File: src/common/usc_defs.vh
// register map, field positions, reset values and timing counts
`ifndef USC_DEFS_VH
`define USC_DEFS_VH
`define USC_ADDR_W        4
`define USC_A_CONTROL_ONE 4'h0
`define USC_A_CONTROL_TRE 4'h1
`define USC_A_BAUD_DIV    4'h2
`define USC_A_GUARD       4'h3
`define USC_A_DATA        4'h4
`define USC_A_STATUS_ONE  4'h5
`define USC_A_CARD_IRQ    4'h6
`define USC_A_CWT_LIMIT   4'h7
`define USC_A_IRQ_STAT    4'h8
`define USC_A_IRQ_MASK    4'h9
// control_one fields
`define USC_C1_TX_EN      0
`define USC_C1_RX_EN      1
`define USC_C1_SW_MODE    2
`define USC_C1_CARD       3
`define USC_C1_T1         4
`define USC_C1_BREAK      5
`define USC_C1_PREAMBLE   6
// control_three fields
`define USC_C3_SW_DIR     0
// status_one fields
`define USC_S1_TX_BUFFER_EMPTY_FLAG       0
`define USC_S1_TC         1
`define USC_S1_RDRF       2
`define USC_S1_FE         3
`define USC_S1_NF         4
`define USC_S1_PE         5
// card_interrupt_status fields
`define USC_CI_TXT        0
`define USC_CI_CWT        1
// interrupt status / mask fields
`define USC_IRQ_W         7
`define USC_IRQ_TC        0
`define USC_IRQ_RDRF      1
`define USC_IRQ_FE        2
`define USC_IRQ_NF        3
`define USC_IRQ_PE        4
`define USC_IRQ_TXT       5
`define USC_IRQ_CWT       6
// reset values and counts
`define USC_DIV_RST       16'h0010
`define USC_GUARD_RST     8'h02
`define USC_CWT_RST       16'h000C
`define USC_NACK_LIMIT    3'h3
`define USC_FRAME_LAST    4'hA
`define USC_PREAMBLE_PAT  11'h7FF
`define USC_BREAK_PAT     11'h000
`endif

File: src/usc_rx.v
// receive shifter: start detect, mid-bit sampling, error checks
`include "usc_defs.vh"
module usc_rx (
  // clock and reset
  input  wire        clk_i,
  input  wire        rst_i,
  // control
  input  wire        en_i,
  input  wire [15:0] div_i,
  input  wire        line_i,
  // character out
  output reg         start_o,
  output reg         valid_o,
  output reg  [7:0]  data_o,
  output reg         fe_o,
  output reg         pe_o,
  output reg         nf_o
);
  reg        line_q;
  reg        busy_reg;
  reg [15:0] cnt_reg;
  reg [3:0]  idx_reg;
  reg [8:0]  sh_reg;
  reg        early_reg;
  reg        noise_reg;

  always @(posedge clk_i) begin
    if (rst_i) begin
      line_q    <= 1'b1;
      busy_reg  <= 1'b0;
      cnt_reg   <= 16'h0000;
      idx_reg   <= 4'h0;
      sh_reg    <= 9'h000;
      early_reg <= 1'b1;
      noise_reg <= 1'b0;
      start_o   <= 1'b0;
      valid_o   <= 1'b0;
      data_o    <= 8'h00;
      fe_o      <= 1'b0;
      pe_o      <= 1'b0;
      nf_o      <= 1'b0;
    end else begin
      line_q  <= line_i;
      start_o <= 1'b0;
      valid_o <= 1'b0;
      if (!en_i) begin
        busy_reg <= 1'b0;
      end else if (!busy_reg) begin
        if (line_q && !line_i) begin
          busy_reg  <= 1'b1;
          start_o   <= 1'b1;
          cnt_reg   <= {1'b0, div_i[15:1]};
          idx_reg   <= 4'h0;
          noise_reg <= 1'b0;
        end
      end else if (cnt_reg == 16'h0001) begin
        early_reg <= line_i;
        cnt_reg   <= 16'h0000;
      end else if (cnt_reg == 16'h0000) begin
        cnt_reg <= div_i - 16'h0001;
        idx_reg <= idx_reg + 4'h1;
        if (early_reg != line_i)
          noise_reg <= 1'b1;
        if (idx_reg == 4'h0 && line_i) begin
          busy_reg <= 1'b0;
        end else if (idx_reg == `USC_FRAME_LAST) begin
          busy_reg <= 1'b0;
          valid_o  <= 1'b1;
          data_o   <= sh_reg[7:0];
          pe_o     <= ^sh_reg;
          fe_o     <= ~line_i;
          nf_o     <= noise_reg | (early_reg != line_i);
        end else if (idx_reg != 4'h0) begin
          sh_reg <= {line_i, sh_reg[8:1]};
        end
      end else begin
        cnt_reg <= cnt_reg - 16'h0001;
      end
    end
  end
endmodule // usc_rx

File: src/usc_tx.v
// transmit holding buffer, shifter, guard time and nack detection
`include "usc_defs.vh"
module usc_tx (
  // clock and reset
  input  wire        clk_i,
  input  wire        rst_i,
  // control
  input  wire        en_i,
  input  wire        etu_i,
  input  wire        drive_i,
  input  wire        card_t0_i,
  input  wire [7:0]  guard_i,
  // queue
  input  wire        load_i,
  input  wire [7:0]  data_i,
  input  wire        brk_i,
  input  wire        pre_i,
  // line
  input  wire        line_i,
  output reg         line_o,
  output reg         oe_n_o,
  // status
  output wire        tx_buffer_empty_flag_o,
  output reg         done_o,
  output reg         nack_o,
  output reg         txt_o
);
  localparam ST_IDLE  = 2'b00;
  localparam ST_SHIFT = 2'b01;
  localparam ST_GUARD = 2'b10;
  reg [1:0]  state_reg;
  reg [10:0] hold_reg;
  reg        hold_full;
  reg [10:0] sh_reg;
  reg [3:0]  bit_reg;
  reg [7:0]  gcnt_reg;
  reg [2:0]  nack_cnt;

  // with the line not driven, tx_buffer_empty_flag waits for the shift and the guard time to finish
  assign tx_buffer_empty_flag_o = !hold_full && (drive_i || state_reg == ST_IDLE);

  always @(posedge clk_i) begin
    if (rst_i || !en_i) begin
      state_reg <= ST_IDLE;
      hold_full <= 1'b0;
      hold_reg  <= `USC_PREAMBLE_PAT;
      sh_reg    <= `USC_PREAMBLE_PAT;
      bit_reg   <= 4'h0;
      gcnt_reg  <= 8'h00;
      nack_cnt  <= 3'h0;
      line_o    <= 1'b1;
      oe_n_o    <= 1'b1;
      done_o    <= 1'b0;
      nack_o    <= 1'b0;
      txt_o     <= 1'b0;
    end else begin
      done_o <= 1'b0;
      nack_o <= 1'b0;
      txt_o  <= 1'b0;
      if (load_i)
        hold_reg <= {1'b1, ^data_i, data_i, 1'b0};
      else if (brk_i)
        hold_reg <= `USC_BREAK_PAT;
      else if (pre_i)
        hold_reg <= `USC_PREAMBLE_PAT;
      if (load_i || brk_i || pre_i)
        hold_full <= 1'b1;
      case (state_reg)
        ST_IDLE: begin
          if (hold_full && etu_i) begin
            sh_reg    <= hold_reg;
            hold_full <= load_i | brk_i | pre_i;
            bit_reg   <= 4'h0;
            state_reg <= ST_SHIFT;
            line_o    <= hold_reg[0];
            oe_n_o    <= ~drive_i;
          end
        end
        ST_SHIFT: begin
          if (etu_i) begin
            if (bit_reg == `USC_FRAME_LAST) begin
              oe_n_o    <= 1'b1;
              line_o    <= 1'b1;
              gcnt_reg  <= guard_i;
              state_reg <= ST_GUARD;
              if (card_t0_i && !line_i) begin
                nack_o   <= 1'b1;
                nack_cnt <= nack_cnt + 3'h1;
                if (nack_cnt + 3'h1 == `USC_NACK_LIMIT)
                  txt_o <= 1'b1;
              end
            end else begin
              bit_reg <= bit_reg + 4'h1;
              sh_reg  <= {1'b1, sh_reg[10:1]};
              line_o  <= sh_reg[1];
            end
          end
        end
        ST_GUARD: begin
          if (gcnt_reg == 8'h00) begin
            state_reg <= ST_IDLE;
            done_o    <= ~hold_full;
          end else if (etu_i) begin
            gcnt_reg <= gcnt_reg - 8'h01;
          end
        end
        default: state_reg <= ST_IDLE;
      endcase
    end
  end
endmodule // usc_tx

File: src/usc_top.v
// serial port top: registers, status flags, card timers, interrupt
// How it works
// - in single-wire receive, queued data shifts undriven; tx_buffer_empty_flag sets when done
// - in T=0 card mode, tx complete sets on nack, before guard time
// - turning the transmitter off clears its nack counter
// - while framing error is set, received characters are thrown away
// - thrown away characters may still set noise and parity error flags
// - the framing error clear sequence also clears noise and parity flags
// - tx complete clears on status read then data write, preamble or break
// - after preamble or break clear, next clear needs no status read
// - in T=1, char wait timer stays off from tx block to rx block
// - writing 1 reloads the card timer, then its expiry flag drops
//
// Strobed register access and the register offsets were chosen for this implementation.
`include "usc_defs.vh"
module usc_top (
  // clock and reset
  input  wire        clk_i,
  input  wire        rst_i,
  // register port
  input  wire [3:0]  addr_i,
  input  wire [15:0] wdata_i,
  input  wire        wr_i,
  input  wire        rd_i,
  output reg  [15:0] rdata_o,
  // serial pins
  input  wire        rxd_i,
  input  wire        line_i,
  output wire        line_o,
  output wire        line_oe_n_o,
  // interrupt
  output reg         irq_o
);
  reg  [6:0]  ctrl_reg;
  reg         dir_reg;
  reg  [15:0] div_reg;
  reg  [7:0]  guard_reg;
  reg  [15:0] cwt_lim_reg;
  reg  [6:0]  imask_reg;
  reg  [6:0]  istat_reg;
  reg  [15:0] etu_cnt;
  reg         etu_reg;
  reg  [7:0]  rbuf_reg;
  reg         rdrf_reg;
  reg         fe_reg;
  reg         nf_reg;
  reg         pe_reg;
  reg         err_arm_reg;
  reg         tc_reg;
  reg         tc_arm_reg;
  reg         tc_loose_reg;
  reg         txt_reg;
  reg         cwt_reg;
  reg         cwt_run_reg;
  reg         cwt_rld_reg;
  reg  [15:0] cwt_cnt;

  wire        tx_buffer_empty_flag;
  wire        tx_done;
  wire        tx_nack;
  wire        tx_txt;
  wire        rx_start;
  wire        rx_valid;
  wire [7:0]  rx_data;
  wire        rx_fe;
  wire        rx_pe;
  wire        rx_nf;

  // register strobes
  wire wr_data  = wr_i && addr_i == `USC_A_DATA;
  wire wr_ctrl  = wr_i && addr_i == `USC_A_CONTROL_ONE;
  wire rd_stat  = rd_i && addr_i == `USC_A_STATUS_ONE;
  wire rd_data  = rd_i && addr_i == `USC_A_DATA;
  wire wr_card  = wr_i && addr_i == `USC_A_CARD_IRQ;
  wire q_brk    = wr_ctrl && wdata_i[`USC_C1_BREAK];
  wire q_pre    = wr_ctrl && wdata_i[`USC_C1_PREAMBLE];
  wire tx_en    = ctrl_reg[`USC_C1_TX_EN];
  wire rx_en    = ctrl_reg[`USC_C1_RX_EN];
  wire sw_mode  = ctrl_reg[`USC_C1_SW_MODE];
  wire card     = ctrl_reg[`USC_C1_CARD];
  wire t1       = ctrl_reg[`USC_C1_T1];
  wire drive    = !sw_mode || dir_reg;
  wire rx_line  = sw_mode ? line_i : rxd_i;

  // events raising interrupt status bits
  wire ev_tc    = tx_done || (tx_nack && card && !t1);
  wire ev_rdrf  = rx_valid && !fe_reg;
  wire ev_fe    = rx_valid && !fe_reg && rx_fe;
  wire ev_nf    = rx_valid && rx_nf;
  wire ev_pe    = rx_valid && rx_pe;
  wire cwt_hit  = cwt_run_reg && !cwt_reg && cwt_cnt == cwt_lim_reg;
  wire [6:0] ev = {cwt_hit, tx_txt, ev_pe, ev_nf, ev_fe, ev_rdrf, ev_tc};

  // tx complete clear actions
  wire tc_act   = wr_data || q_brk || q_pre;
  wire tc_clr   = tc_reg && tc_act && (tc_arm_reg || tc_loose_reg);
  // framing error clear sequence: status read then data read
  wire err_clr  = err_arm_reg && rd_data;

  // set wins over clear for every flag
  function flag_upd;
    input cur;
    input set;
    input clr;
    begin
      flag_upd = set | (cur & ~clr);
    end
  endfunction

  usc_tx u_tx (
    .clk_i     (clk_i),
    .rst_i     (rst_i),
    .en_i      (tx_en),
    .etu_i     (etu_reg),
    .drive_i   (drive),
    .card_t0_i (card && !t1),
    .guard_i   (guard_reg),
    .load_i    (wr_data),
    .data_i    (wdata_i[7:0]),
    .brk_i     (q_brk),
    .pre_i     (q_pre),
    .line_i    (rx_line),
    .line_o    (line_o),
    .oe_n_o    (line_oe_n_o),
    .tx_buffer_empty_flag_o    (tx_buffer_empty_flag),
    .done_o    (tx_done),
    .nack_o    (tx_nack),
    .txt_o     (tx_txt)
  );

  usc_rx u_rx (
    .clk_i   (clk_i),
    .rst_i   (rst_i),
    .en_i    (rx_en),
    .div_i   (div_reg),
    .line_i  (rx_line),
    .start_o (rx_start),
    .valid_o (rx_valid),
    .data_o  (rx_data),
    .fe_o    (rx_fe),
    .pe_o    (rx_pe),
    .nf_o    (rx_nf)
  );

  // control registers
  always @(posedge clk_i) begin
    if (rst_i) begin
      ctrl_reg    <= 7'h00;
      dir_reg     <= 1'b0;
      div_reg     <= `USC_DIV_RST;
      guard_reg   <= `USC_GUARD_RST;
      cwt_lim_reg <= `USC_CWT_RST;
      imask_reg   <= 7'h00;
    end else if (wr_i) begin
      case (addr_i)
        `USC_A_CONTROL_ONE: ctrl_reg    <= {2'b00, wdata_i[4:0]};
        `USC_A_CONTROL_TRE: dir_reg     <= wdata_i[`USC_C3_SW_DIR];
        `USC_A_BAUD_DIV:    div_reg     <= wdata_i;
        `USC_A_GUARD:       guard_reg   <= wdata_i[7:0];
        `USC_A_CWT_LIMIT:   cwt_lim_reg <= wdata_i;
        `USC_A_IRQ_MASK:    imask_reg   <= wdata_i[6:0];
        default:            ctrl_reg    <= ctrl_reg;
      endcase
    end
  end

  // bit-time enable divider
  always @(posedge clk_i) begin
    if (rst_i) begin
      etu_cnt <= 16'h0000;
      etu_reg <= 1'b0;
    end else begin
      etu_reg <= (etu_cnt == 16'h0000);
      if (etu_cnt == 16'h0000)
        etu_cnt <= div_reg - 16'h0001;
      else
        etu_cnt <= etu_cnt - 16'h0001;
    end
  end

  // receive buffer and error flags
  always @(posedge clk_i) begin
    if (rst_i) begin
      rbuf_reg    <= 8'h00;
      rdrf_reg    <= 1'b0;
      fe_reg      <= 1'b0;
      nf_reg      <= 1'b0;
      pe_reg      <= 1'b0;
      err_arm_reg <= 1'b0;
    end else begin
      if (ev_rdrf)
        rbuf_reg <= rx_data;
      rdrf_reg <= flag_upd(rdrf_reg, ev_rdrf, rd_data);
      fe_reg   <= flag_upd(fe_reg, ev_fe, err_clr);
      nf_reg   <= flag_upd(nf_reg, ev_nf, err_clr);
      pe_reg   <= flag_upd(pe_reg, ev_pe, err_clr);
      if (rd_stat)
        err_arm_reg <= fe_reg | nf_reg | pe_reg;
      else if (rd_data)
        err_arm_reg <= 1'b0;
    end
  end

  // transmit complete flag and its clearing sequence
  always @(posedge clk_i) begin
    if (rst_i) begin
      tc_reg       <= 1'b0;
      tc_arm_reg   <= 1'b0;
      tc_loose_reg <= 1'b0;
    end else begin
      tc_reg <= flag_upd(tc_reg, ev_tc, tc_clr);
      if (tc_clr || ev_tc)
        tc_arm_reg <= 1'b0;
      else if (rd_stat && tc_reg)
        tc_arm_reg <= 1'b1;
      if (tc_clr)
        tc_loose_reg <= (q_brk || q_pre) && !wr_data;
    end
  end

  // card flags and char wait timer
  always @(posedge clk_i) begin
    if (rst_i) begin
      txt_reg     <= 1'b0;
      cwt_reg     <= 1'b0;
      cwt_run_reg <= 1'b0;
      cwt_rld_reg <= 1'b0;
      cwt_cnt     <= 16'h0000;
    end else begin
      txt_reg <= flag_upd(txt_reg, tx_txt,
                          wr_card && wdata_i[`USC_CI_TXT]);
      cwt_rld_reg <= wr_card && wdata_i[`USC_CI_CWT];
      cwt_reg <= flag_upd(cwt_reg, cwt_hit,
                          cwt_rld_reg && cwt_cnt == 16'h0000);
      if (!card || !t1 || tx_done || wr_data)
        cwt_run_reg <= 1'b0;
      else if (rx_start)
        cwt_run_reg <= 1'b1;
      if (rx_start || !cwt_run_reg || (wr_card && wdata_i[`USC_CI_CWT]))
        cwt_cnt <= 16'h0000;
      else if (etu_reg && !cwt_hit && !cwt_reg)
        cwt_cnt <= cwt_cnt + 16'h0001;
    end
  end

  // interrupt status, write one to clear
  always @(posedge clk_i) begin
    if (rst_i) begin
      istat_reg <= 7'h00;
      irq_o     <= 1'b0;
    end else begin
      if (wr_i && addr_i == `USC_A_IRQ_STAT)
        istat_reg <= ev | (istat_reg & ~wdata_i[6:0]);
      else
        istat_reg <= ev | istat_reg;
      irq_o <= |(istat_reg & imask_reg);
    end
  end

  // read data, one cycle after the strobe
  always @(posedge clk_i) begin
    if (rst_i) begin
      rdata_o <= 16'h0000;
    end else if (rd_i) begin
      case (addr_i)
        `USC_A_CONTROL_ONE: rdata_o <= {9'h000, ctrl_reg};
        `USC_A_CONTROL_TRE: rdata_o <= {15'h0000, dir_reg};
        `USC_A_BAUD_DIV:    rdata_o <= div_reg;
        `USC_A_GUARD:       rdata_o <= {8'h00, guard_reg};
        `USC_A_DATA:        rdata_o <= {8'h00, rbuf_reg};
        `USC_A_STATUS_ONE:  rdata_o <= {10'h000, pe_reg, nf_reg, fe_reg,
                                        rdrf_reg, tc_reg, tx_buffer_empty_flag};
        `USC_A_CARD_IRQ:    rdata_o <= {14'h0000, cwt_reg, txt_reg};
        `USC_A_CWT_LIMIT:   rdata_o <= cwt_lim_reg;
        `USC_A_IRQ_STAT:    rdata_o <= {9'h000, istat_reg};
        `USC_A_IRQ_MASK:    rdata_o <= {9'h000, imask_reg};
        default:            rdata_o <= 16'h0000;
      endcase
    end else begin
      rdata_o <= 16'h0000;
    end
  end
endmodule // usc_top

File: config.mk
export PLATFORM = sky130hd
export DESIGN_NAME = usc_top
export DESIGN_NICKNAME = d
export VERILOG_FILES = /design/src/usc_rx.v /design/src/usc_tx.v /design/src/usc_top.v
export VERILOG_INCLUDE_DIRS = /design/src /design/src/common
export SDC_FILE = /design/constraint.sdc
export NUM_CORES = 1
export LEC_CHECK = 0
export ABC_AREA = 1
export BUFFER_PORTS_ARGS = -buffer_cell sky130_fd_sc_hd__buf_2
export CAP_MARGIN = 20
export CORE_MARGIN = 3
export CORE_UTILIZATION = 55
export CTS_BUF_LIST = sky130_fd_sc_hd__clkbuf_4 sky130_fd_sc_hd__clkbuf_8 sky130_fd_sc_hd__clkbuf_16
export CTS_CLUSTER_DIAMETER = 50
export DETAILED_ROUTE_END_ITERATION = 10
export GPL_ROUTABILITY_DRIVEN = 0
export PLACE_DENSITY = 0.75
export SETUP_SLACK_MARGIN = 0.1
export SKIP_LAST_GASP = 1
export SYNTH_ARGS = -nofsm -noshare
export SYNTH_HDL_FRONTEND = slang
export SYNTH_SLANG_ARGS = --single-unit
export TNS_END_PERCENT = 50
File: constraint.sdc
create_clock -name clk_i -period 1.63 [get_ports clk_i]
set_input_delay 0.0815 -clock clk_i [delete_from_list [all_inputs] [get_ports clk_i]]
set_output_delay 0.0815 -clock clk_i [all_outputs]
set_load 0.03 [all_outputs]
## Word-level counts from Yosys, hierarchy flattened

Index checks and enable logic that the tools add are counted.

| word-level totals | value |
|---|---|
| register bits | 221 |

| operators by class | value |
|---|---|
| add/subtract/negate cells | 8 |
| eq/ne operators | 27 |
| muxes and demuxes | 60 |
| bitwise logic cells | 45 |
| reductions and logical operators | 103 |

Operators with widths:

| operator | count |
|---|---|
| 16-bit one-hot mux with 10 select lines | 1 |
| 16-bit 2-to-1 mux | 5 |
| 11-bit 2-to-1 mux | 5 |
| 16-bit zero test | 3 |
| 16-bit by 1-bit subtractor with 16-bit output (second input constant) | 3 |
| 1-bit logical AND | 32 |
| 8-bit 2-to-1 mux | 4 |
| 4-bit 2-to-1 mux | 7 |
| 1-bit 2-to-1 mux | 26 |
| 11-bit one-hot mux with 2 select lines | 1 |
| 1-bit inverter | 21 |
| 4-bit AND reduction | 5 |
| 16-bit by 1-bit adder with 16-bit output (second input constant) | 1 |
| 16-bit by 1-bit equality test with 1-bit output (second input constant) | 1 |
| 16-bit equality test | 1 |
| 4-bit by 3-bit equality test with 1-bit output (second input constant) | 4 |
| 4-bit equality test (second input constant) | 4 |
| 2-bit != test (second input constant) | 8 |
| 8-bit one-hot mux with 2 select lines | 1 |
| 7-bit bitwise AND | 2 |
| 1-bit logical OR | 14 |
| 7-bit bitwise OR | 2 |
| 2-bit AND reduction | 7 |
| 1-bit bitwise OR | 12 |
| 37 further kinds | 73 |

## Longest topological paths before layout

Gate-level depths: netlist (run 1).

| depth | value |
|---|---|
| word-level depth | 10 |
| gate-level depth with buffers | 12 |
| mapped depth without buffers | 12 |

## By module

From an unflattened synthesis (run 1), not the netlist that was laid out.

| second synthesis, totals | value |
|---|---|
| cell total of the unflattened synthesis | 1710 |
| area, all modules | 11659.9 um^2 |

Modules (own cells, without submodules):

| module | instances | cells each | area each (um^2) | seq. area each (um^2) |
|---|---|---|---|---|
| usc_top | 1 | 884 | 6247.2 | 2602.5 |
| usc_rx | 1 | 498 | 3061.7 | 920.9 |
| usc_tx | 1 | 328 | 2351.0 | 880.8 |

## Worst setup path before layout (run 1)

OpenSTA, ideal clock, no wires.

| timing | value |
|---|---|
| path type | register to register |
| from | reg u_rx.cnt_reg[0] |
| to | reg u_rx.nf_o |
| library setup time | 113 ps |
| arrival | 1443 ps |
| setup slack | 74 ps |
| cell stages (with the launch flop) | 13 |
| buffers on the path | 1 |
| clock period less this slack | 1556 ps |
| path through | dfxtp_1 > inv_1 > ha_1 > nand2_1 > nor2_1 > nand2_4 > clkinv_4 > nand3_4 > nor2_4 > buf_6 > nand2_1 > nand2_1 > nor2_1 |

| on the way | value |
|---|---|
| word-level cells in the longest chain between the ends | 3 |
| elaborated cells between the ends (all ways) | 4 |
| those cells by class | eq/ne (1); bitwise (1); reduce/logical (2) |

Ends and longest elaborated chain:

| item | RTL line | source |
|---|---|---|
| start, declared | usc_rx.v:21 | `reg [15:0] cnt_reg;` |
| start signal, assigned | usc_rx.v:52 | `cnt_reg <= {1'b0, div_i[15:1]};` |
| start signal, assigned | usc_rx.v:60 | `cnt_reg <= div_i - 16'h0001;` |
| start signal, assigned | usc_rx.v:77 | `cnt_reg <= cnt_reg - 16'h0001;` |
| 16-bit by 1-bit equality test with 1-bit output | usc_rx.v:56 | `end else if (cnt_reg == 16'h0001) begin` |
| 1-bit inverter (no line) | -- |  |
| 6-bit AND reduction (no line) * | -- |  |
| end signal, assigned | usc_rx.v:72 | `nf_o <= noise_reg \| (early_reg != line_i);` |
| end, declared | usc_rx.v:17 | `output reg nf_o` |

Every way passes the cells marked *; elsewhere a longest branch is shown, timed or not.
A chain may end at the register's enable or synchronous reset.

## Final worst setup path (run 1)

| timing | value |
|---|---|
| from | reg cwt_lim_reg[5] |
| to | reg cwt_cnt[11] |

| on the way | value |
|---|---|
| word-level cells in the longest chain between the ends | 5 |

Ends and longest elaborated chain:

| item | RTL line | source |
|---|---|---|
| start, declared | usc_top.v:38 | `reg [15:0] cwt_lim_reg;` |
| start signal, assigned | usc_top.v:152 | `` cwt_lim_reg <= `USC_CWT_RST; `` |
| start signal, assigned | usc_top.v:160 | `` `USC_A_CWT_LIMIT: cwt_lim_reg <= wdata_i; `` |
| 16-bit equality test | usc_top.v:91 | `wire cwt_hit = cwt_run_reg && !cwt_reg && cwt_cnt == cwt_lim_reg;` |
| 1-bit logical AND | usc_top.v:91 |  |
| 1-bit zero test | usc_top.v:241 | `else if (etu_reg && !cwt_hit && !cwt_reg)` |
| 1-bit logical AND (2 in a row) | usc_top.v:241 |  |
| end signal, assigned | usc_top.v:242 | `cwt_cnt <= cwt_cnt + 16'h0001;` |
| end, declared | usc_top.v:56 | `reg [15:0] cwt_cnt;` |

Every way passes these cells.

==> results of run 1 <==
==> cell usage in the layout (no fill, tap or decap), drive strengths merged, types with 4 or more instances in the layout <==
cell type / count
nand2: 319
clkinv: 4
dlygate4sd3: 21
a31oi: 6
o211ai: 22
nor4: 6
ha: 17
a21oi: 141
nor3: 23
inv: 197
and2: 7
nand3: 110
buf: 167
xnor2: 16
xor2: 37
dfxtp: 220
nand4: 10
clkbuf: 39
o22ai: 20
nand3b: 8
o31ai: 11
o21ai: 151
nor2: 219
==> per-stage QoR <==
stage / instances / setup WS, ns / cell area (um2) / TNS (ns)
final: 2050 / 0.00280 / 14200 / 0
after global routing: 2050 / -0.0709 / 14200 / -0.685
after CTS: 2036 / 0.0433 / 13700 / 0
after detailed placement: 1954 / -0.0497 / 12300 / -0.105
after global placement: 1954 / -0.0260 / 12300 / -0.0260
after floorplan: 1597 / 0.0998 / 11300 / 0
==> logic make-up (layout without fill, tap and decap cells) <==
| family | Yosys count | count (layout) | share of synthesized area, % |
|---|---|---|---|
| XOR/XNOR | 53 | 53 | 4.12 |
| flip-flops | 220 | 220 | 39.1 |
| adder cells (fa/ha/maj) | 17 | 17 | 1.89 |
| buffers and inverters | 242 | 430 | 8.59 |
| AND/OR/NAND/NOR | 704 | 704 | 28.5 |
| AO/OA/AOI/OAI | 361 | 361 | 17.7 |
==> report_power, final <==
| part | internal (W) | switching (W) |
|---|---|---|
| Combinational | 0.000821 | 0.00130 |
| Clock | 0.00360 | 0.00239 |
| Sequential | 0.00557 | 0.000185 |
| Total | 0.00999 | 0.00387 |
==> layer usage <==
layer | share of wire (%) | vias to the layer above
met4 | 3.8 | 0
met3 | 7.0 | 111
met5 | 0 | -
met2 | 47 | 524
li1 | - | 5585
met1 | 42 | 5382
==> how the worst max path moves through the flow <==
| stage | startpoint | to | slack [ns] | cells after the start |
|---|---|---|---|---|
| detailed placement | div_reg[0] | u_rx.cnt_reg[12] | -0.05 | 8 |
| global route | cwt_cnt[11] | cwt_cnt[11] | -0.07 | 11 |
| global placement | div_reg[0] | u_rx.cnt_reg[12] | -0.03 | 8 |
| CTS | div_reg[5] | u_rx.cnt_reg[7] | 0.04 | 7 |
| floorplan | u_tx.bit_reg[0] | u_tx.gcnt_reg[4] | 0.1 | 10 |
| finish | cwt_lim_reg[5] | cwt_cnt[11] | 0.003 | 11 |
==> final cells by class <==
class                           instances  area (um2)  area share (%)
Clock buffer                           38         796            5.60
Inverter                              192         733            5.16
Multi-Input combinational cell       1135        6270            44.1
Tap cell                              265         332            2.33
Clock inverter                         11         111           0.783
Timing Repair Buffer                  189        1520            10.7
Sequential cell                       220        4460            31.4
==> critical path, delay by kind of cell (launching register included) <==
family | cells | cell delay [ns]
buf+inv | 2 | 0.21
compound gates | 1 | 0.16
flops | 1 | 0.35
simple gates | 8 | 0.82
==> repair_timing <==
action / in CTS / in global routing
setup buffers: 12 / 13
pin swaps: 21 / 33
resized for setup: 35 / 141
setup endpoints to repair: 70 / 122
endpoints found under the hold margin: 38 / 0
cloned: 0 / 1
hold buffers: 21 / 0
==> metrics.txt, run 1 <==
register area share after synthesis=39.1%; startpoint types=register; commonest cells in the netlist=nand2_1 (309), dfxtp_1 (220), nor2_1 (177), inv_1 (167), o21ai_0 (134); core area=19800 um2; DR vias/cell=5.66; launch point of the worst hold path=addr_i[2]; Power Density=975 nW/um2; Cells after Synth=1597; Die ar.=22200 um2; Clock Sink Count=220; final worst-path cycle share=99.8%; clk_lat worst skew=0.54 ns; hold slack=0.0291 ns; crit-path max FO=8; worst-case reg-to-reg path depth=11; H-tree depth=1; worst reg2reg startpoint=cwt_lim_reg[5]; Peak VDD IR=0.832 mV; initial antenna violation count=0; status=complete, no violations; Yosys cell types=50; Final HPWL DP=24100 um; Synth async-reset ratio=0%; met3 usage=3.89%; most frequent CP cell=nand2_1; share of layout cells above drive strength 1=24.4%; Area contributors post-synth=dfxtp_1 (39%), nand2_1 (10%), o21ai_0 (6.0%); vias in the first global route=10700; crit path cell chain=inv_1 -> nand2_1 -> nand2_1 -> nor2_1 -> nand2_1 -> nor2_2 -> nand3_4 -> nand2_8 -> buf_12 -> nand2_1 -> a21oi_2; slew margin rel.=63.6%; Yosys top cell area share=39.1%; DR vias=11600; DRC=0; met2 usage=49.9%; # nets final=1808; wire per inst=16.8 um; slowest CP cell=dfxtp_2; CP Data Arrival Time=2.08 ns; CTS Buf Count=27; Syn Std Cell Area=11300 um2; Congestion Overflow GR=0; busiest grt layer=met2; Hold Fails Final Rpt=0; syn avg cell area=7.05 um2; clock tree root driver cell=clkbuf_16; hold depth=4; total power=0.0139 W; ANT nets after route=0; Total Wirelength=34500 um; # setup viols final=0; initial drt markers=1151; R2R setup slack=0.003 ns; Reg2Reg Capture Point=cwt_cnt[11]; Synth area leader=dfxtp_1; Hold WC Path Type=in2reg; YS warnings=0; Post-synth EDFFs=0; leakage=5.96 nW; Rows=51; Crit Path Class=reg2reg; worst path required time=2.08 ns; min Tclk post-route=1.63 ns; Die Wd=149 um; Max Cap Violations=0; router iterations before antenna repair=7; fillcell total=1516; Final Skew=0.0145 ns; IO Count=45; actual slew at the worst max-slew pin=0.547 ns; CTS clock-pin slew for the worst setup and hold paths=0.06 ns; Die Height=149 um; most common cell in the synthesized netlist=nand2_1; diode count=0; max-slew violations=0; Crit. End Element=register; final core occ=71.9%; Worst Hold Endpoint=dir_reg; top_reg_cell synth=dfxtp_1; Max Clk Rate=615 MHz; Starting Density=56.9%; #FFs+latches synth=220; max incr delay on CP=0.35 ns; CTS tree=yes; unrepaired setup endpoints after global routing=yes; syn_nets=1640; port buffer count=44; Total Routing Usage GR=29.6%; Clock Path Buffers=3; largest net degree at the start of global routing=62; met1 GRT Util=39.7%; Layout Area Growth over Synthesis=26.3%; first-pass GRT wire length=53900 um
No activity file was read; power rests on OpenSTA's default activity.
==> run 2: changes to the inputs <==
--- a/config.mk
+++ b/config.mk
@@ -7,7 +7,7 @@
 export NUM_CORES = 1
 export LEC_CHECK = 0
 export ABC_AREA = 1
-export BUFFER_PORTS_ARGS = -buffer_cell sky130_fd_sc_hd__buf_2
+export BUFFER_PORTS_ARGS = -buffer_cell sky130_fd_sc_hd__clkbuf_2
 export CAP_MARGIN = 20
 export CORE_MARGIN = 3
 export CORE_UTILIZATION = 55
@@ -15,7 +15,7 @@
 export CTS_CLUSTER_DIAMETER = 50
 export DETAILED_ROUTE_END_ITERATION = 10
 export GPL_ROUTABILITY_DRIVEN = 0
-export PLACE_DENSITY = 0.75
+export PLACE_DENSITY = 0.72
 export SETUP_SLACK_MARGIN = 0.1
 export SKIP_LAST_GASP = 1
 export SYNTH_ARGS = -nofsm -noshare
==> constraint.sdc (replaced) <==
create_clock -name clk_i -period 1.8 [get_ports clk_i]
set_input_delay 0.09 -clock clk_i [delete_from_list [all_inputs] [get_ports clk_i]]
set_output_delay 0.09 -clock clk_i [all_outputs]
set_load 0.03 [all_outputs]
==> run 2 against run 1 <==
Non-clock buffer count down 63. Power down 10%. Hold slack better by 0.060 ns. Global-route usage down 0.35 points. Critical endpoint is now u_rx.cnt_reg[12].
==> metrics.txt, run 2 (synthesis results as in run 1) <==
wire per inst=16.9 um (was 16.8 um); Die Height=149 um (unchanged); vias in the first global route=10200 (was 10700); Max Cap Violations=0 (unchanged); setup_tns=0 ns (unchanged); Max Clk Rate=595 MHz (was 615 MHz); first-pass GRT wire length=52800 um (was 53900 um); status=complete, no violations (unchanged); # setup viols final=0 (unchanged); initial drt markers=1062 (was 1151); Hold Fails Final Rpt=0 (unchanged); max incr delay on CP=0.32 ns (was 0.35 ns); R2R setup slack=0.12 ns (was 0.003 ns); hold slack=0.0890 ns (was 0.0291 ns); crit-path max FO=4 (was 8); core area=19800 um2 (unchanged); H-tree depth=1 (unchanged); startpoint types=register (unchanged); worst-case reg-to-reg path depth=8 (was 11); port buffer count=44 (unchanged); Total Wirelength=33600 um (was 34500 um); Clock Path Buffers=3 (unchanged); crit path cell chain=inv_1 -> ha_1 -> nand3_2 -> nor3_1 -> xor2_1 -> nor2_1 -> nor2_1 -> nor2_1 (was inv_1 -> nand2_1 -> nand2_1 -> nor2_1 -> nand2_1 -> nor2_2 -> nand3_4 -> nand2_8 -> buf_12 -> nand2_1 -> a21oi_2); most frequent CP cell=nor2_1 (was nand2_1); Post-Place Cells=1909 (was 1954); final core occ=67.7% (was 71.9%); Rows=51 (unchanged); launch point of the worst hold path=addr_i[0] (was addr_i[2]); Clock Sink Count=220 (unchanged); final worst slack=0.121 ns (was 0.00280 ns); worst path required time=2.21 ns (was 2.08 ns); Die Wd=149 um (unchanged); Power Density=930 nW/um2 (was 975 nW/um2); IO Count=45 (unchanged); Final Skew=0.0113 ns (was 0.0145 ns); clock tree root driver cell=clkbuf_16 (unchanged); Non-Filler Instances=1991 (was 2050); Peak VDD IR=0.908 mV (was 0.832 mV); Hold WC Path Type=in2reg (unchanged); slew margin rel.=61.3% (was 63.6%); clk_lat worst skew=0.53 ns (was 0.54 ns); # nets final=1749 (was 1808); min Tclk post-route=1.68 ns (was 1.63 ns); Congestion Overflow GR=0 (unchanged); Reg2Reg Capture Point=u_rx.cnt_reg[12] (was cwt_cnt[11]); unrepaired setup endpoints after global routing=yes (unchanged); Buf/Inv on CP=1 (was 2); diode count=0 (unchanged); DRC=0 (unchanged); final worst-path cycle share=93.3% (was 99.8%); Worst Hold Endpoint=cwt_rld_reg (was dir_reg); Total Routing Usage GR=29.2% (was 29.6%); Crit. End Element=register (unchanged); initial antenna violation count=0 (unchanged); CTS tree=yes (unchanged); Starting Density=56.9% (unchanged); slowest CP cell=dfxtp_1 (was dfxtp_2); commonest non-fill, non-tap cells in the layout=nand2_1 (306), dfxtp_1 (201), nor2_1 (170), inv_1 (164), o21ai_0 (134) (was nand2_1 (293), dfxtp_1 (186), nor2_1 (153), inv_1 (146), a21oi_1 (130)); Crit Path Class=reg2reg (unchanged); DR vias=11200 (was 11600); router iterations before antenna repair=5 (was 7); Die ar.=22200 um2 (unchanged); most common cell after layout, fill and taps aside=nand2_1 (unchanged); Layout Area Growth over Synthesis=19.0% (was 26.3%); Crit path max-delay family=simple AND/OR/NAND/NOR gates (unchanged); CTS Buf Count=28 (was 27); hold depth=6 (was 4); max-slew violations=0 (unchanged); leakage=5.58 nW (was 5.96 nW); CTS clock-pin slew for the worst setup and hold paths=0.06 ns (about the same); worst reg2reg startpoint=div_reg[0] (was cwt_lim_reg[5]); DR vias/cell=5.63 (was 5.66); largest net degree at the start of global routing=82 (was 62); actual slew at the worst max-slew pin=0.579 ns (was 0.547 ns); share of layout cells above drive strength 1=17.1% (was 24.4%); pre-CTS setup slack=0.0534 ns (was -0.0497 ns); CP Data Arrival Time=2.09 ns (was 2.08 ns); ANT nets after route=0 (unchanged); Final HPWL DP=24300 um (was 24100 um)
## run 2: per-layer routing
metal  vias up  part of all wire, %  routed length [um]  global-route usage (%)
met3        84                  7.5                2530                    4.07
met1      5176                   44               14600                    40.9
met5         -                    0                   0                       0
li1       5472                    -                   -                       -
met4         0                  3.1                1050                    8.51
met2       481                   46               15400                    47.3
## run 2: worst max-delay path by stage
stage	cells after the start	startpoint	slack (ns)	to
final	8	div_reg[0]	0.12	u_rx.cnt_reg[12]
after global routing	9	u_rx.cnt_reg[13]	0.02	u_rx.idx_reg[2]
after CTS	10	u_rx.cnt_reg[0]	0.09	u_rx.data_o[1]
after detailed placement	8	div_reg[0]	0.05	u_rx.cnt_reg[8]
after global placement	8	div_reg[0]	0.08	u_rx.cnt_reg[8]
after floorplan	12	u_rx.cnt_reg[0]	0.24	u_rx.nf_o
## run 2: area by class of cell
class	count	area [um2]
clock buffer	37	823
fill	1724	6390
timing repair buffer	126	935
inverter	192	729
sequential	220	4430
tap	265	332
clock inverter	13	106
timing repair inverter	1	7.51
multi-input combinational	1137	6030
## run 2: tightest hold or removal path, cell delays in order
cell and delay, ns:
clkbuf_2 0.15, nor2_2 0.08, nand2_1 0.09, nor3_1 0.07, inv_1 0.06, nor2_1 0.04
## run 2: per-stage QoR
step	total power [W]	area, um2
2_1_floorplan	0.00644	11300
3_3_place_gp	0.00689	12000
3_5_place_dp	0.00693	12000
4_1_cts	0.0124	13100
5_1_grt	0.0130	13400
6_report	0.0124	13400
## run 2: power by group
group	total (W)	leakage, nW	internal [W]	switching, W
sequential	0.00520	1.79	0.00505	0.000154
clock	0.00548	0.469	0.00326	0.00222
combinational	0.00177	3.32	0.000631	0.00114
total	0.0124	5.58	0.00893	0.00351
## run 2: what timing repair did
| action | in CTS | in global routing |
|---|---|---|
| hold endpoints to repair | 29 | 0 |
| pin swaps | 0 | 20 |
| cloned | 0 | 3 |
| setup buffers | 0 | 9 |
| endpoints found under the setup margin | 4 | 78 |
| resized for setup | 2 | 52 |
| hold buffers | 20 | 0 |
==> run 3: changes to the inputs <==
--- a/config.mk
+++ b/config.mk
@@ -15,7 +15,7 @@
 export CTS_CLUSTER_DIAMETER = 50
 export DETAILED_ROUTE_END_ITERATION = 10
 export GPL_ROUTABILITY_DRIVEN = 0
-export PLACE_DENSITY = 0.72
+export PLACE_DENSITY = 0.75
 export SETUP_SLACK_MARGIN = 0.1
 export SKIP_LAST_GASP = 1
 export SYNTH_ARGS = -nofsm -noshare
==> constraint.sdc (replaced) <==
create_clock -name clk_i -period 1.5 [get_ports clk_i]
set_input_delay 0.075 -clock clk_i [delete_from_list [all_inputs] [get_ports clk_i]]
set_output_delay 0.075 -clock clk_i [all_outputs]
set_load 0.03 [all_outputs]
==> run 3 against run 2 <==
Sequential share of layout area fell by 4.0 points. The run now ends with setup timing left. Clock power up 20%. Global-route usage increased by 2.1 points. Via count rose by 11%. Setup slack got worse by 0.26 ns. First-iteration DRC count up 33%. Largest cell class unchanged. Clock-buffer cell count down 9. Flip-flop and latch count unchanged. Combinational power is 70% higher. Register-to-register slack worse by 0.26 ns. Critical path depth rose by 2.
==> metrics.txt, run 3 (synthesis results as in run 1) <==
status=finished with violations (was complete, no violations); violated checks=setup timing; leakage=6.41 nW (was 5.58 nW); final worst-path cycle share=109% (was 93.3%); CTS tree=yes (unchanged); Worst Hold Endpoint=dir_reg (was cwt_rld_reg); R2R setup slack=-0.14 ns (was 0.12 ns); hold slack=0.0694 ns (was 0.0890 ns); DRC=0 (unchanged); ANT nets after route=0 (unchanged); hold depth=5 (was 6); CTS Buf Count=26 (was 28); Die Wd=149 um (unchanged); launch point of the worst hold path=addr_i[0] (unchanged); vias in the first global route=11200 (was 10200); most common cell after layout, fill and taps aside=nand2_1 (unchanged); Layout Area Growth over Synthesis=36.5% (was 19.0%); CTS clock-pin slew for the worst setup and hold paths=0.07 ns (was 0.06 ns); Hold Fails Final Rpt=0 (unchanged); H-tree depth=1 (unchanged); clock tree root driver cell=clkbuf_16 (unchanged); wire per inst=18.2 um (was 16.9 um); Crit Path Class=reg2reg (unchanged); port buffer count=44 (unchanged); Clock Sink Count=220 (unchanged); actual slew at the worst max-slew pin=0.707 ns (was 0.579 ns); Peak VDD IR=1.06 mV (was 0.908 mV); Reg2Reg Capture Point=u_rx.sh_reg[6] (was u_rx.cnt_reg[12]); Final HPWL DP=25100 um (was 24300 um); crit-path max FO=8 (was 4); Final Skew=0.0173 ns (was 0.0113 ns); Hold WC Path Type=in2reg (unchanged); Power Density=1030 nW/um2 (was 930 nW/um2); slew margin rel.=52.8% (was 61.3%); initial antenna violation count=0 (unchanged); total power=0.0159 W (was 0.0124 W); min Tclk post-route=1.64 ns (was 1.68 ns); unrepaired setup endpoints after global routing=yes (unchanged); initial drt markers=1412 (was 1062); IO Count=45 (unchanged); diode count=0 (unchanged); startpoint types=register (unchanged); Clock Path Buffers=3 (unchanged); first-pass GRT wire length=56800 um (was 52800 um); final worst slack=-0.136 ns (was 0.121 ns); worst-case reg-to-reg path depth=10 (was 8); # nets final=1882 (was 1749); share of layout cells above drive strength 1=33.1% (was 17.1%); Rows=51 (unchanged); core area=19800 um2 (unchanged); Crit. End Element=register (unchanged); Starting Density=56.9% (unchanged); Total Wirelength=38600 um (was 33600 um); commonest non-fill, non-tap cells in the layout=nand2_1 (276), dfxtp_1 (173), buf_4 (165), inv_1 (140), nor2_1 (139) (was nand2_1 (306), dfxtp_1 (201), nor2_1 (170), inv_1 (164), o21ai_0 (134)); # setup viols final=67 (was 0); Max Cap Violations=0 (unchanged); worst reg2reg startpoint=u_rx.cnt_reg[4] (was div_reg[0]); Die Height=149 um (unchanged); DR vias=12400 (was 11200); Congestion Overflow GR=0 (unchanged); setup_tns=-3.27 ns (was 0 ns); CP Data Arrival Time=2.07 ns (was 2.09 ns); worst path required time=1.94 ns (was 2.21 ns); router iterations before antenna repair=6 (was 5); largest net degree at the start of global routing=64 (was 82); max-slew violations=0 (unchanged); clk_lat worst skew=0.54 ns (was 0.53 ns); Die ar.=22200 um2 (unchanged); final core occ=77.7% (was 67.7%); DR vias/cell=5.84 (was 5.63); Max Clk Rate=611 MHz (was 595 MHz); Total Routing Usage GR=31.4% (was 29.2%)
## run 3: power by group
group / total (W) / switching [W] / internal, W
registers: 0.00628 / 0.000221 / 0.00606
logic: 0.00301 / 0.00177 / 0.00123
clock network: 0.00658 / 0.00281 / 0.00377
## run 3: how the worst max path moves through the flow
stage | to | cells after the start | startpoint
floorplan | u_rx.sh_reg[1] | 10 | u_rx.cnt_reg[12]
global placement | etu_cnt[12] | 9 | etu_cnt[0]
detailed placement | etu_cnt[12] | 9 | etu_cnt[0]
CTS | u_rx.sh_reg[4] | 10 | u_rx.cnt_reg[12]
global route | u_rx.data_o[1] | 10 | u_rx.cnt_reg[4]
finish | u_rx.sh_reg[6] | 10 | u_rx.cnt_reg[4]
## run 3: critical path: stages (launching register included)
cell	delay, ns
dfxtp_2	0.35
nor2_4	0.14
nand2_4	0.09
nor2_4	0.15
buf_6	0.12
nand3_4	0.11
nor2_8	0.17
buf_8	0.15
nand3b_1	0.09
nand2_1	0.10
nor2_2	0.04
## run 3: repair_timing
action	CTS	global route
endpoints found under the hold margin	34	0
setup buffers	17	15
gates cloned	4	3
pin swaps	35	65
setup endpoints to repair	102	120
hold buffers	20	0
gates resized for setup	126	190
## run 3: final cells by class
type / instances / area [um2]
clock buffers: 28 / 689
clock inverters: 20 / 211
flip-flops and latches: 220 / 4470
fillers: 1350 / 4410
repair buffers: 261 / 2150
inverters: 192 / 748
well taps: 265 / 332
multi-input cells: 1138 / 6770
## run 3: routing by layer
metal	part of all wire [%]	routed length [um]	GRT usage, %
met1	39	15100	41.0
met2	47	18300	53.3
met3	8.7	3350	4.04
met4	4.7	1800	11.3
met5	0	0	0
## run 3: through the flow
stage / cells / cell area, um2 / setup WS (ns)
6_report: 2124 / 15400 / -0.136
5_1_grt: 2124 / 15400 / -0.207
4_1_cts: 2108 / 14600 / -0.0305
3_5_place_dp: 2020 / 12900 / -0.133
3_3_place_gp: 2020 / 12900 / -0.0831
2_1_floorplan: 1597 / 11300 / 0.0196
